### src/rtl/gpic_pkg.sv
/*
 Constants of the grouped priority interrupt controller: register indices,
 field positions, reset values, source and flag tables, vector table.
 Assumes register byte addresses are four times the indices below.
*/
package gpic_pkg;

  localparam int NUM_SRC = 15;
  localparam int NUM_GROUPS = 6;
  localparam int NUM_LEVELS = 4;
  localparam int NUM_FLAGS = 18;

  // Register indices
  localparam logic [7:0] IDX_ENABLE_MAIN = 8'ha8;
  localparam logic [7:0] IDX_ENABLE_AUX = 8'hb8;
  localparam logic [7:0] IDX_ENABLE_ANALOG = 8'h9a;
  localparam logic [7:0] IDX_PWM_CTRL = 8'hd1;
  localparam logic [7:0] IDX_T2_FLAGS = 8'hc0;
  localparam logic [7:0] IDX_ANALOG_FLAGS = 8'h97;
  localparam logic [7:0] IDX_TIMER01 = 8'h88;
  localparam logic [7:0] IDX_UART = 8'h98;
  localparam logic [7:0] IDX_SPI = 8'he1;
  localparam logic [7:0] IDX_TWI = 8'hdc;
  localparam logic [7:0] IDX_PRIO_LOW = 8'ha9;
  localparam logic [7:0] IDX_PRIO_HIGH = 8'hb9;
  localparam logic [7:0] IDX_IRQ_STATUS = 8'hf8;
  localparam logic [7:0] IDX_IRQ_MASK = 8'hf9;

  localparam logic [7:0] REG_RESET = 8'h00;
  localparam logic [15:0] RESET_VECTOR = 16'h0000;

  // Writable bits per register
  localparam logic [7:0] MAIN_WMASK = 8'hbf;
  localparam logic [7:0] AUX_WMASK = 8'hbf;
  localparam logic [7:0] ANALOG_WMASK = 8'h06;
  localparam logic [7:0] PRIO_WMASK = 8'h3f;
  localparam logic [7:0] STATUS_WMASK = 8'h07;

  // Enable field positions
  localparam int EN_MASTER_BIT = 7;
  localparam int EN_T2_BIT = 5;
  localparam int EN_UART_BIT = 4;
  localparam int EN_T1_BIT = 3;
  localparam int EN_EXTB_BIT = 2;
  localparam int EN_T0_BIT = 1;
  localparam int EN_EXTA_BIT = 0;
  localparam int EN_T2RL_BIT = 7;
  localparam int EN_C3_BIT = 5;
  localparam int EN_C2_BIT = 4;
  localparam int EN_C1_BIT = 3;
  localparam int EN_C0_BIT = 2;
  localparam int EN_SPI_BIT = 1;
  localparam int EN_TWI_BIT = 0;
  localparam int EN_CMP_BIT = 2;
  localparam int EN_ADC_BIT = 1;
  localparam int EN_PWM_BIT = 7;

  // Controller status bits
  localparam int ST_ACCEPT_BIT = 0;
  localparam int ST_PREEMPT_BIT = 1;
  localparam int ST_SPURIOUS_BIT = 2;

  // Flag indices
  localparam int F_EXTA = 0;
  localparam int F_EXTB = 1;
  localparam int F_T0 = 2;
  localparam int F_T1 = 3;
  localparam int F_C0 = 4;
  localparam int F_C1 = 5;
  localparam int F_C2 = 6;
  localparam int F_C3 = 7;
  localparam int F_PWM = 8;
  localparam int F_TWI = 9;
  localparam int F_ADC = 10;
  localparam int F_SPID = 11;
  localparam int F_SPIM = 12;
  localparam int F_CMP = 13;
  localparam int F_UTX = 14;
  localparam int F_URX = 15;
  localparam int F_T2 = 16;
  localparam int F_T2RL = 17;

  // Home register and bit of each flag, by flag index
  localparam logic [7:0] FLAG_REG [NUM_FLAGS] = '{
    IDX_TIMER01, IDX_TIMER01, IDX_TIMER01, IDX_TIMER01,
    IDX_T2_FLAGS, IDX_T2_FLAGS, IDX_T2_FLAGS, IDX_T2_FLAGS,
    IDX_PWM_CTRL, IDX_TWI, IDX_ANALOG_FLAGS, IDX_SPI, IDX_SPI,
    IDX_ANALOG_FLAGS, IDX_UART, IDX_UART, IDX_T2_FLAGS, IDX_T2_FLAGS};
  localparam logic [2:0] FLAG_BIT [NUM_FLAGS] = '{
    3'h1, 3'h3, 3'h5, 3'h7, 3'h2, 3'h3, 3'h4, 3'h5, 3'h3,
    3'h3, 3'h0, 3'h7, 3'h4, 3'h1, 3'h1, 3'h0, 3'h6, 3'h7};

  // Source indices in natural priority order, highest first
  localparam int S_EXTA = 0;
  localparam int S_PWM = 1;
  localparam int S_TWI = 2;
  localparam int S_T0 = 3;
  localparam int S_ADC = 4;
  localparam int S_SPI = 5;
  localparam int S_EXTB = 6;
  localparam int S_CMP = 7;
  localparam int S_C0 = 8;
  localparam int S_T1 = 9;
  localparam int S_C1 = 10;
  localparam int S_UART = 11;
  localparam int S_C2 = 12;
  localparam int S_T2 = 13;
  localparam int S_C3 = 14;

  localparam logic [15:0] SRC_VECTOR [NUM_SRC] = '{
    16'h0003, 16'h0083, 16'h0043, 16'h000b, 16'h008b,
    16'h004b, 16'h0013, 16'h0093, 16'h0053, 16'h001b,
    16'h005b, 16'h0023, 16'h0063, 16'h002b, 16'h006b};
  localparam logic [2:0] SRC_GROUP [NUM_SRC] = '{
    3'h0, 3'h0, 3'h0, 3'h1, 3'h1, 3'h1, 3'h2, 3'h2,
    3'h2, 3'h3, 3'h3, 3'h4, 3'h4, 3'h5, 3'h5};
  // Flag cleared on acceptance, and which sources clear by hardware
  localparam logic [4:0] SRC_FLAG [NUM_SRC] = '{
    5'h00, 5'h08, 5'h09, 5'h02, 5'h0a, 5'h0b, 5'h01, 5'h0d,
    5'h04, 5'h03, 5'h05, 5'h0e, 5'h06, 5'h10, 5'h07};
  localparam logic [NUM_SRC-1:0] SRC_HWCLR = 15'h5749;

  typedef enum logic [1:0] {
    GPIC_IDLE = 2'b00,
    GPIC_OFFER = 2'b01,
    GPIC_TAKEN = 2'b11
  } gpic_state_e;

endpackage : gpic_pkg

### src/rtl/gpic_flag_cell.sv
/*
 One interrupt request flag: set by its event, cleared by hardware on
 acceptance, written by software. Assumes one clock and async reset.
*/
`timescale 1ns/1ps
`default_nettype none

module gpic_flag_cell (
  input wire logic pclk,
  input wire logic presetn,
  input wire logic set_evt,
  input wire logic hw_clr,
  input wire logic sw_we,
  input wire logic sw_val,
  output logic flag
);

  logic flag_r;

  // Event beats any clear in the same cycle
  always_ff @(posedge pclk or negedge presetn)
  begin
    if (!presetn)
      flag_r <= 1'b0;
    else if (set_evt)
      flag_r <= 1'b1;
    else if (hw_clr)
      flag_r <= 1'b0;
    else if (sw_we)
      flag_r <= sw_val;
  end

  assign flag = flag_r;

endmodule : gpic_flag_cell

`default_nettype wire

### src/rtl/gpic_top.sv
/*
 Grouped priority interrupt controller with APB register access and a
 request/acknowledge/return handshake towards the CPU core.
 Assumes event pulses and CPU strobes are synchronous to pclk.
*/
`timescale 1ns/1ps
`default_nettype none

module gpic_top #(
  parameter int AW = 12
) (
  input wire logic pclk,
  input wire logic presetn,
  input wire logic psel,
  input wire logic penable,
  input wire logic pwrite,
  input wire logic [AW-1:0] paddr,
  input wire logic [31:0] pwdata,
  input wire logic [3:0] pstrb,
  output logic [31:0] prdata,
  output logic pready,
  output logic pslverr,
  input wire logic [gpic_pkg::NUM_FLAGS-1:0] flag_set_events,
  input wire logic irq_ack,
  input wire logic return_from_interrupt,
  output logic irq_req,
  output logic [15:0] irq_vector,
  output logic irq
);
  import gpic_pkg::*;
  logic [7:0] en_main_r, en_aux_r, en_analog_r, prio_low_r, prio_high_r;
  logic [7:0] status_r, mask_r, idx, rd_val, wbyte, status_nxt;
  logic pwm_en_r, pready_r, pslverr_r, irq_req_r, irq_r;
  logic [31:0] prdata_r;
  logic [15:0] vector_r;
  gpic_state_e state_r;
  logic [3:0] acc_src_r, best_src;
  logic [1:0] acc_lv_r, best_lv, cur_lv;
  logic [NUM_LEVELS-1:0] active_r, active_nxt;
  logic [NUM_FLAGS-1:0] flags, hw_clr, sw_we, sw_val;
  logic [NUM_SRC-1:0] src_req;
  logic [1:0] src_lv [NUM_SRC];
  logic found, has_active, allow, accept, in_range, hit, access, wr;
  // Request flags
  genvar g;
  generate
    for (g = 0; g < NUM_FLAGS; g++)
    begin : gen_flag
      gpic_flag_cell u_flag (
        .pclk(pclk),
        .presetn(presetn),
        .set_evt(flag_set_events[g]),
        .hw_clr(hw_clr[g]),
        .sw_we(sw_we[g]),
        .sw_val(sw_val[g]),
        .flag(flags[g])
      );
    end
  endgenerate

  // Per-source request
  always_comb
  begin
    src_req = '0;
    src_req[S_EXTA] = flags[F_EXTA] & en_main_r[EN_EXTA_BIT];
    src_req[S_PWM] = flags[F_PWM] & pwm_en_r;
    src_req[S_TWI] = flags[F_TWI] & en_aux_r[EN_TWI_BIT];
    src_req[S_T0] = flags[F_T0] & en_main_r[EN_T0_BIT];
    src_req[S_ADC] = flags[F_ADC] & en_analog_r[EN_ADC_BIT];
    src_req[S_SPI] = (flags[F_SPID] | flags[F_SPIM])
                     & en_aux_r[EN_SPI_BIT];
    src_req[S_EXTB] = flags[F_EXTB] & en_main_r[EN_EXTB_BIT];
    src_req[S_CMP] = flags[F_CMP] & en_analog_r[EN_CMP_BIT];
    src_req[S_C0] = flags[F_C0] & en_aux_r[EN_C0_BIT];
    src_req[S_T1] = flags[F_T1] & en_main_r[EN_T1_BIT];
    src_req[S_C1] = flags[F_C1] & en_aux_r[EN_C1_BIT];
    src_req[S_UART] = (flags[F_UTX] | flags[F_URX])
                      & en_main_r[EN_UART_BIT];
    src_req[S_C2] = flags[F_C2] & en_aux_r[EN_C2_BIT];
    src_req[S_T2] = (flags[F_T2] & en_main_r[EN_T2_BIT])
                    | (flags[F_T2RL] & en_aux_r[EN_T2RL_BIT]);
    src_req[S_C3] = flags[F_C3] & en_aux_r[EN_C3_BIT];
    if (!en_main_r[EN_MASTER_BIT])
      src_req = '0;
  end

  // Group level of each source
  always_comb
  begin
    for (int i = 0; i < NUM_SRC; i++)
      src_lv[i] = {prio_high_r[SRC_GROUP[i]],
                   prio_low_r[SRC_GROUP[i]]};
  end

  // Highest level wins; strict compare keeps natural order on ties
  always_comb
  begin
    found = 1'b0;
    best_lv = 2'b00;
    best_src = 4'h0;
    for (int i = 0; i < NUM_SRC; i++)
    begin
      if (src_req[i] && (!found || src_lv[i] > best_lv))
      begin
        found = 1'b1;
        best_lv = src_lv[i];
        best_src = 4'(i);
      end
    end
  end

  // Level of the running routine
  always_comb
  begin
    has_active = |active_r;
    cur_lv = 2'b00;
    for (int l = 0; l < NUM_LEVELS; l++)
    begin
      if (active_r[l])
        cur_lv = 2'(l);
    end
  end

  assign allow = found && (!has_active || best_lv > cur_lv);
  assign accept = irq_ack && (state_r == GPIC_OFFER);
  // Offer state machine
  always_ff @(posedge pclk or negedge presetn)
  begin
    if (!presetn)
    begin
      state_r <= GPIC_IDLE;
      irq_req_r <= 1'b0;
      vector_r <= RESET_VECTOR;
      acc_src_r <= 4'h0;
      acc_lv_r <= 2'b00;
    end
    else
    begin
      case (state_r)
        GPIC_IDLE:
        begin
          if (allow)
          begin
            state_r <= GPIC_OFFER;
            irq_req_r <= 1'b1;
            vector_r <= SRC_VECTOR[best_src];
            acc_src_r <= best_src;
            acc_lv_r <= best_lv;
          end
        end
        GPIC_OFFER:
        begin
          if (accept || !allow)
          begin
            state_r <= accept ? GPIC_TAKEN : GPIC_IDLE;
            irq_req_r <= 1'b0;
          end
          else
          begin
            vector_r <= SRC_VECTOR[best_src];
            acc_src_r <= best_src;
            acc_lv_r <= best_lv;
          end
        end
        default:
        begin
          state_r <= GPIC_IDLE;
          irq_req_r <= 1'b0;
        end
      endcase
    end
  end

  // Hardware clear of the accepted source's flag
  always_comb
  begin
    hw_clr = '0;
    if (accept && SRC_HWCLR[acc_src_r])
      hw_clr[SRC_FLAG[acc_src_r]] = 1'b1;
  end
  // In-service levels: return drops the top, acceptance adds one
  always_comb
  begin
    active_nxt = active_r;
    if (return_from_interrupt && has_active)
      active_nxt[cur_lv] = 1'b0;
    if (accept)
      active_nxt[acc_lv_r] = 1'b1;
  end
  always_ff @(posedge pclk or negedge presetn)
  begin
    if (!presetn)
      active_r <= '0;
    else
      active_r <= active_nxt;
  end

  // APB decode
  assign idx = paddr[9:2];
  assign in_range = (paddr[AW-1:10] == '0) && (paddr[1:0] == 2'b00);
  assign access = psel && penable;
  assign wbyte = pwdata[7:0];
  assign wr = access && pready_r && pwrite && hit && pstrb[0];

  always_comb
  begin
    rd_val = 8'h00;
    hit = 1'b1;
    if (idx == IDX_ENABLE_MAIN)
      rd_val = en_main_r;
    else if (idx == IDX_ENABLE_AUX)
      rd_val = en_aux_r;
    else if (idx == IDX_ENABLE_ANALOG)
      rd_val = en_analog_r;
    else if (idx == IDX_PRIO_LOW)
      rd_val = prio_low_r;
    else if (idx == IDX_PRIO_HIGH)
      rd_val = prio_high_r;
    else if (idx == IDX_IRQ_STATUS)
      rd_val = status_r;
    else if (idx == IDX_IRQ_MASK)
      rd_val = mask_r;
    else if (idx == IDX_PWM_CTRL)
      rd_val[EN_PWM_BIT] = pwm_en_r;
    else if (idx == IDX_T2_FLAGS || idx == IDX_ANALOG_FLAGS ||
             idx == IDX_TIMER01 || idx == IDX_UART ||
             idx == IDX_SPI || idx == IDX_TWI)
      rd_val = 8'h00;
    else
      hit = 1'b0;
    for (int f = 0; f < NUM_FLAGS; f++)
    begin
      if (idx == FLAG_REG[f])
        rd_val[FLAG_BIT[f]] = flags[f];
    end
    if (!in_range)
      hit = 1'b0;
  end

  // Software access to flags in their home registers
  always_comb
  begin
    for (int f = 0; f < NUM_FLAGS; f++)
    begin
      sw_we[f] = wr && (idx == FLAG_REG[f]);
      sw_val[f] = wbyte[FLAG_BIT[f]];
    end
  end

  // One wait state so read data comes from a flop
  always_ff @(posedge pclk or negedge presetn)
  begin
    if (!presetn)
    begin
      pready_r <= 1'b0;
      pslverr_r <= 1'b0;
      prdata_r <= 32'h0000_0000;
    end
    else
    begin
      pready_r <= access && !pready_r;
      pslverr_r <= access && !pready_r && !hit;
      if (access && !pready_r && !pwrite)
        prdata_r <= {24'h000000, hit ? rd_val : 8'h00};
    end
  end

  // Enable registers
  always_ff @(posedge pclk or negedge presetn)
  begin
    if (!presetn)
    begin
      en_main_r <= REG_RESET;
      en_aux_r <= REG_RESET;
      en_analog_r <= REG_RESET;
      pwm_en_r <= 1'b0;
    end
    else if (wr)
    begin
      if (idx == IDX_ENABLE_MAIN)
        en_main_r <= wbyte & MAIN_WMASK;
      else if (idx == IDX_ENABLE_AUX)
        en_aux_r <= wbyte & AUX_WMASK;
      else if (idx == IDX_ENABLE_ANALOG)
        en_analog_r <= wbyte & ANALOG_WMASK;
      else if (idx == IDX_PWM_CTRL)
        pwm_en_r <= wbyte[EN_PWM_BIT];
    end
  end

  // Group level registers
  always_ff @(posedge pclk or negedge presetn)
  begin
    if (!presetn)
    begin
      prio_low_r <= REG_RESET;
      prio_high_r <= REG_RESET;
    end
    else if (wr)
    begin
      if (idx == IDX_PRIO_LOW)
        prio_low_r <= wbyte & PRIO_WMASK;
      else if (idx == IDX_PRIO_HIGH)
        prio_high_r <= wbyte & PRIO_WMASK;
    end
  end

  // Controller status: write one to clear, new event wins
  always_comb
  begin
    status_nxt = status_r;
    if (wr && idx == IDX_IRQ_STATUS)
      status_nxt = status_r & ~(wbyte & STATUS_WMASK);
    if (accept)
      status_nxt[ST_ACCEPT_BIT] = 1'b1;
    if (accept && has_active)
      status_nxt[ST_PREEMPT_BIT] = 1'b1;
    if (return_from_interrupt && !has_active)
      status_nxt[ST_SPURIOUS_BIT] = 1'b1;
  end

  always_ff @(posedge pclk or negedge presetn)
  begin
    if (!presetn)
    begin
      status_r <= REG_RESET;
      mask_r <= REG_RESET;
      irq_r <= 1'b0;
    end
    else
    begin
      status_r <= status_nxt;
      if (wr && idx == IDX_IRQ_MASK)
        mask_r <= wbyte & STATUS_WMASK;
      irq_r <= |(status_r & mask_r);
    end
  end
  assign prdata = prdata_r;
  assign pready = pready_r;
  assign pslverr = pslverr_r;
  assign irq_req = irq_req_r;
  assign irq_vector = vector_r;
  assign irq = irq_r;
endmodule : gpic_top

`default_nettype wire

### config.mk
export PLATFORM = sky130hd
export DESIGN_NAME = gpic_top
export DESIGN_NICKNAME = d
export VERILOG_FILES = /design/src/rtl/gpic_pkg.sv /design/src/rtl/gpic_flag_cell.sv /design/src/rtl/gpic_top.sv
export SDC_FILE = /design/constraint.sdc
export NUM_CORES = 1
export LEC_CHECK = 0
export BUFFER_PORTS_ARGS = -buffer_cell sky130_fd_sc_hd__buf_2
export CORE_MARGIN = 2
export CORE_UTILIZATION = 45
export DETAILED_ROUTE_END_ITERATION = 10
export GPL_TIMING_DRIVEN = 0
export PLACE_DENSITY = 0.68
export SETUP_SLACK_MARGIN = 0.2
export SYNTH_ARGS = -nofsm -noshare
export SYNTH_HDL_FRONTEND = slang
export SYNTH_HIERARCHICAL = 1
export SYNTH_SLANG_ARGS = --single-unit
### constraint.sdc
create_clock -name pclk -period 20.2 [get_ports pclk]
set_input_delay 2.02 -clock pclk [delete_from_list [all_inputs] [get_ports pclk]]
set_output_delay 2.02 -clock pclk [all_outputs]
set_load 0.02 [all_outputs]
==> Word level (Yosys, flattened, before mapping) <==
Memories as Yosys holds them, arrays and structs flattened.
Cells that the tools add are included.
{ "totals": {"register_bits": 98, "rom_bits": 352, "wordCells": 404, "mem_count": 3} }
{ "memory_table": {"columns": ["name", "depth", "word_bits", "read_ports", "rd_ports_with_merged_regs", "wr", "line_no", "text"], "rows": [
  ["(no name shown)", 16, 16, 1, 0, 0, "gpic_top.sv:160", "vector_r <= SRC_VECTOR[best_src];"],
  ["(no name shown)", 16, 5, 1, 0, 0, "gpic_top.sv:179", "hw_clr[SRC_FLAG[acc_src_r]] = 1'b1;"],
  ["(no name shown)", 16, 1, 1, 0, 0, "gpic_top.sv:178", "if (accept && SRC_HWCLR[acc_src_r])"]
]} }
{ "op_classes": {"n_lt_le_gt_ge": 24, "eq_ne": 18, "mux": 173, "n_bitwise": 31, "reduce_logical": 116} }
{ "ops": {"columns": ["op", "n"], "rows": [
  ["8-bit == test (second input constant)", 14],
  ["1-bit two-way mux", 109],
  ["16-bit two-way mux", 4],
  ["4-bit two-way mux", 16],
  ["8-bit two-way mux", 8],
  ["3-bit nonzero test", 18],
  ["2-bit two-way mux", 23],
  ["1-bit logical AND", 41],
  ["16-bit case mux with 2 select lines", 1],
  ["2-bit greater-than comparator", 15],
  ["1-bit logical OR", 21],
  ["1-bit logical NOT", 19],
  ["18-bit two-way mux", 1],
  ["1-bit AND", 16],
  ["15-bit two-way mux", 1],
  ["5-bit greater-or-equal comparator (second input constant)", 2],
  ["5-bit two-way mux", 2],
  ["4-bit NOT with 5-bit output", 2],
  ["3-bit AND reduction", 3],
  ["8-bit by 3-bit AND with 8-bit output", 1],
  ["8-bit AND", 1],
  ["3-bit NOT with 8-bit output", 1],
  ["2-bit case mux with 2 select lines", 2],
  ["4-bit case mux with 2 select lines", 1],
  ["other kinds (24)", 40]
]} }

==> Longest topological paths before layout <==
{ "depth": {"depth_word": 67, "depth_mapped": 90} }

==> By module <==
Netlist, hierarchy kept.
{ "by_module_without_submodules": {"columns": ["module", "instances", "cells_per_inst", "area_per_inst_um2"], "rows": [
  ["gpic_top", 1, 638, 5280.1],
  ["gpic_flag_cell", 18, 3, 42.5]
]} }

==> Worst setup path after synthesis <==
OpenSTA, ideal clock, no wires.
{ "synth_timing": {"path_kind": "reg-to-reg", "from": "register en_aux_r[0]", "to": "register acc_lv_r[0]", "setup_ps": 156, "arrival_ps": 16349, "path_slack_ps": 3696, "path_stages_with_launch": 82, "path_buffers": 2, "synth_period_minus_slack_ps": 16504, "cell_sequence": "dfrtp_1 > a222oi_1 > nand2b_1 > nor2_1 > ha_1 > nor2_1 > a211oi_1 > nor2_1 > mux2_2 > ha_1 > nor2_1 > o22ai_1 > a21boi_2 > nor3_1 > mux2_2 > ha_1 > nor2_1 > a211oi_2 > [... 46 more ...] > nor2b_1 > o21ai_0 > a21o_1 > mux2_2 > ha_1 > nor2b_1 > o21ai_0 > a21boi_1 > nor2b_1 > a31o_1 > ha_1 > a21oi_1 > o22ai_1 > or3b_2 > clkbuf_1 > or3_1 > o21ai_0 > a41oi_1"} }
{ "synth_via": {"elab_chain_cells": 59, "word_cells_on_any_way": 88, "classes_between": "order compare (13); eq/ne (2); mux (30); bitwise (1); reduce/logical (42)"} }
{ "synth_rtl": {"columns": ["item", "line_no", "text"], "rows": [
  ["from (decl)", "gpic_top.sv:31", "logic [7:0] en_main_r, en_aux_r, en_analog_r, prio_low_r, prio_high_r;"],
  ["from (signal assigned)", "gpic_top.sv:283", "en_aux_r <= wbyte & AUX_WMASK;"],
  ["1-bit AND (*)", "gpic_top.sv:67", "src_req[S_TWI] = flags[F_TWI] & en_aux_r[EN_TWI_BIT];"],
  ["15-bit two-way mux (*)", "gpic_top.sv:83", "if (!en_main_r[EN_MASTER_BIT])"],
  ["1-bit logical AND (*)", "gpic_top.sv:103", "if (src_req[i] && (!found || src_lv[i] > best_lv))"],
  ["2-bit two-way mux or 1-bit two-way mux (tied branches)", "gpic_top.sv:103", null],
  ["2-bit greater-than comparator or 1-bit logical NOT (tied branches)", "gpic_top.sv:103", null],
  ["1-bit logical OR", "gpic_top.sv:103", null],
  ["1-bit logical AND", "gpic_top.sv:103", null],
  ["2-bit two-way mux or 1-bit two-way mux (tied branches)", "gpic_top.sv:103", null],
  ["[... 43 more ...]", null, null],
  ["2-bit two-way mux", "gpic_top.sv:103", null],
  ["2-bit greater-than comparator", "gpic_top.sv:124", "assign allow = found && (!has_active || best_lv > cur_lv);"],
  ["1-bit logical OR", "gpic_top.sv:124", null],
  ["1-bit logical AND", "gpic_top.sv:124", null],
  ["1-bit logical NOT", "gpic_top.sv:153", "if (accept || !allow)"],
  ["1-bit logical OR", "gpic_top.sv:153", null],
  ["2-bit != test (no line)", null, null],
  ["3-bit AND reduction (no line)", null, null],
  ["to (signal assigned)", "gpic_top.sv:148", "acc_lv_r <= best_lv;"],
  ["to (signal assigned)", "gpic_top.sv:162", "acc_lv_r <= best_lv;"],
  ["to (decl)", "gpic_top.sv:38", "logic [1:0] acc_lv_r, best_lv, cur_lv;"]
]} }
Every way passes the cells marked *; elsewhere a longest branch is shown, timed or not. The select of a mux whose other input is x is not followed.
A chain may end at the register's enable or synchronous reset.

==> Final worst setup path <==
{ "layout_timing": {"from": "register gen_flag[9].u_flag.flag_r", "to": "register acc_src_r[0]"} }
{ "layout_via": {"elab_chain_cells": 59, "word_cells_on_any_way": 101, "classes_between": "order compare (13); eq/ne (2); mux (43); bitwise (1); reduce/logical (42)"} }
{ "layout_rtl": {"columns": ["item", "line_no", "text"], "rows": [
  ["from (decl)", "gpic_flag_cell.sv:18", "logic flag_r;"],
  ["from (signal assigned)", "gpic_flag_cell.sv:30", "flag_r <= sw_val;"],
  ["1-bit AND (*)", "gpic_top.sv:67", null],
  ["15-bit two-way mux (*)", "gpic_top.sv:83", null],
  ["1-bit logical AND (*)", "gpic_top.sv:103", null],
  ["2-bit two-way mux or 1-bit two-way mux (tied branches)", "gpic_top.sv:103", null],
  ["2-bit greater-than comparator or 1-bit logical NOT (tied branches)", "gpic_top.sv:103", null],
  ["1-bit logical OR", "gpic_top.sv:103", null],
  ["1-bit logical AND", "gpic_top.sv:103", null],
  ["2-bit two-way mux or 1-bit two-way mux (tied branches)", "gpic_top.sv:103", null],
  ["[... 43 more ...]", null, null],
  ["2-bit two-way mux", "gpic_top.sv:103", null],
  ["2-bit greater-than comparator", "gpic_top.sv:124", null],
  ["1-bit logical OR", "gpic_top.sv:124", null],
  ["1-bit logical AND", "gpic_top.sv:124", null],
  ["1-bit logical NOT", "gpic_top.sv:153", null],
  ["1-bit logical OR", "gpic_top.sv:153", null],
  ["2-bit != test (no line)", null, null],
  ["3-bit AND reduction (no line)", null, null],
  ["to (signal assigned)", "gpic_top.sv:147", "acc_src_r <= best_src;"],
  ["to (signal assigned)", "gpic_top.sv:161", "acc_src_r <= best_src;"],
  ["to (decl)", "gpic_top.sv:37", "logic [3:0] acc_src_r, best_src;"]
]} }
Marks and branches as above.

==> flow_summary.yaml <==
outcome:
  status: "finished clean"
detailed_routing:
  drtIter0Drc: 496
  drtPass1Iterations: 5
  routed_via_density: 5.833
  antenna_left: 0
  wl_um: 17870
  vias: 5751
  route.detailed.drc: 0
  wire_per_inst_um: 18.12
cts:
  cts_buffers: 9
  clock-sinks: 83
  clk_latency_ns: 0.35
  htreeDepth: 3
  cts_buffer_depth: 2
  cts_tree: "done"
  clk_pin_slew_worst_paths_ns: 0.06
  hold_buffers: 0
  root_buffer: "clkbuf_16"
worst_setup_path:
  slowest_stage: "nor3b_1"
  r2r_start: "gen_flag[9].u_flag/flag"
  cp-end-kind: "flop"
  crit_type: "flop to flop"
  reg2reg_slack_ns: 1.80
  critPathMaxStageDelay_ns: 0.83
  arrival_ns: 18.62
  crit_fanout: 8
  r2r-end: "acc_src_r[0]"
  r2r_cells: 80
  critPathLaunchType: "flop"
  crit_required_ns: 20.43
  crit_path_frequent_cell: "ha_1"
sta:
  post-route-min-period_ns: 18.40
  fin_setup_tns_ns: 0
  setup_viol: 0
  period_share_pct: 91.07
  whs_ns: 0.4688
  slew_violations: 0
  grt_setup_unrepaired: "no"
  hold_violations: 0
  clock_skew_ns: 0.008363
  worst_pin_slew_ns: 1.031
  fmaxAchievable_mhz: 54.36
  relSlewSlack_pct: 31.03
synthesis:
  yosysWarnings: 6
  syn_area_um2: 6046
  synth_seq_area_share_pct: 34.35
  syn_area_per_cell_um2: 8.737
  synth_area_leaders: "dfrtp_1, mux2_2, ha_1"
  synth_top_cells_by_count: "dfrtp_1, nand2_1, nor2_1"
  syn_inst: 692
  synth_top_area_share_pct: 34.35
  synth_enable_flop_cells: 0
  ys_ff_latch: 83
  synth.distinct_cells: 73
  async_flop_share_pct: 100.0
  yosys.area.top_type: "dfrtp_1"
  yosysMostFrequentCell: "dfrtp_1"
  ys.flop_type: "dfrtp_1"
final_layout:
  fin_area_um2: 7101
  fin_cells: 986
  nFillCells: 1245
  drive_gt1_share_pct: 21.48
  multi_input_area_um2: 3692
  regArea_um2: 2077
  num-nets-final: 905
  n_antenna_cell: 0
  area_delta_synth_final_pct: 17.45
grt:
  grt_first_pass_wirelength_um: 28430
  grt_use_total_pct: 25.40
  grt_antenna_before_repair: 0
  grt-ovfl-total: 0
  grt_pass1_vias: 5388
  grt_max_degree: 57
die:
  core_area_um2: 13190
  die_h_um: 119.9
  die_x_um: 119.9
  pin_count: 125
  start_util_pct: 45.84
  rows: 42
  dieArea_um2: 14380
power_and_ir_drop:
  switchingPower_uw: 90.84
  p_int_uw: 286.7
  power_frac_comb_pct: 8.0
  power_per_cell_area_nw_per_um2: 53.17
  fin_total_pwr_uw: 377.6
  peakVddDrop_v: 0.00004240
  p_leak_uw: 0.003364
  clock_power_share_pct: 47.3
  p_seq_share_pct: 44.6
  switching_share_pct: 24.06
placed_design:
  place_hpwl_um: 13840
  numPortBuffers: 62
  placed_area_um2: 6741
  routabilityCongestion: 0.9669
  dp_cells: 967
job:
  maxCapViolCount: 0
worst_hold_path:
  hold_class: "flop to flop"
  whs_path_depth: 2
  min_to: "prdata[0]"
  min_from: "prdata[0]"
## cells in the final DEF, fill, tap and decap left out, drive strengths merged, types with 4 or more instances in the layout
master,n
a21o,7
a221oi,6
nand2b,16
nor2,65
o22ai,9
and3,8
mux2,33
o31ai,4
and2,5
o221ai,5
nor3b,4
a31oi,8
nand2,82
clkbuf,24
a22o,8
nor2b,11
dfrtp,83
o21ai,41
buf,105
ha,27
a21oi,32
a211oi,5
nor4,7
a222oi,5
a22oi,4
nor3,16
nand3,21
o21bai,21
clkinv,5
mux2i,25
conb,37
or3,9
inv,26
## cell families after synthesis
group           after synthesis  share of synthesized area [%]
flops                        83                          34.35
buf+inv                      80                          7.098
fa+ha+maj                    28                          5.753
mux                          58                          10.29
compound gates              186                          22.00
other cells                   1                        0.06203
simple gates                256                          20.45
## worst max-delay path by stage
stage	from	end	slack (ns)	cells after the start
global route	gen_flag[9].u_flag/flag	acc_src_r[3]	0.27	87
floorplan	en_aux_r[0]	acc_lv_r[0]	3.70	81
global placement	en_aux_r[0]	acc_src_r[0]	1.51	80
CTS	gen_flag[9].u_flag/flag	acc_src_r[0]	1.02	79
finish	gen_flag[9].u_flag/flag	acc_src_r[0]	1.80	80
detailed placement	en_main_r[0]	acc_src_r[3]	1.17	82
## layout make-up
| type | count | area share, % |
|---|---|---|
| multi-input combinational | 565 | 52.00 |
| sequential | 83 | 29.25 |
| timing repair buffer | 66 | 5.110 |
| buffer | 54 | 4.687 |
| clock buffer | 9 | 3.172 |
| tap | 176 | 3.101 |
| inverter | 26 | 1.374 |
| clock inverter | 7 | 1.304 |
## what timing repair did
action                                  4_1_cts  5_1_grt
buffers inserted                              0        3
endpoints found under the setup margin        0       14
gates resized for setup                       0        8
## layer usage
layer / global-route usage [%] / wire length [um] / vias up / part of all wire (%)
li1: - / - / 2691 / -
met1: 34.37 / 7713 / 2739 / 43
met2: 39.81 / 8081 / 267 / 45
met3: 4.658 / 1368 / 54 / 7.7
met4: 11.10 / 705 / 0 / 3.9
met5: 0 / 0 / - / 0
## sequential cells by signal, indices dropped and copies added, names as in the netlist, 2 cells and up
name,count
en_analog_r,2
irq_vector,6
gen_flag.u_flag/flag,18
status_r,3
mask_r,3
active_r,4
acc_lv_r,2
en_main_r,7
prdata,8
acc_src_r,4
en_aux_r,7
prio_low_r,6
state_r,2
prio_high_r,6
## worst max-delay path: cells and delay by family (launching register included)
| kind | cells | cell delay (ns) |
|---|---|---|
| AOI/OAI and AO/OA | 32 | 6.42 |
| and+or+nand+nor | 25 | 4.36 |
| adders and majority gates | 14 | 3.99 |
| muxes | 8 | 2.90 |
| DFF | 1 | 0.44 |
| buffers and inverters | 1 | 0.16 |
## power groups by stage
| stage | Combinational, uW | Sequential (uW) | Clock (uW) |
|---|---|---|---|
| finish | 30.3 | 168 | 179 |
| global route | 32.8 | 168 | 187 |
| CTS | 30.0 | 168 | 180 |
| detailed placement | 30.0 | 172 | 0 |
| global placement | 28.9 | 172 | 0 |
| floorplan | 16.8 | 171 | 0 |
## through the flow
stage	util (%)	worst slack, ns
floorplan	-	3.696
global placement	50.88	1.506
detailed placement	51.11	1.167
CTS	53.52	1.020
global route	53.83	0.2662
finish	53.83	1.805
(Power assumes the default switching activity.)
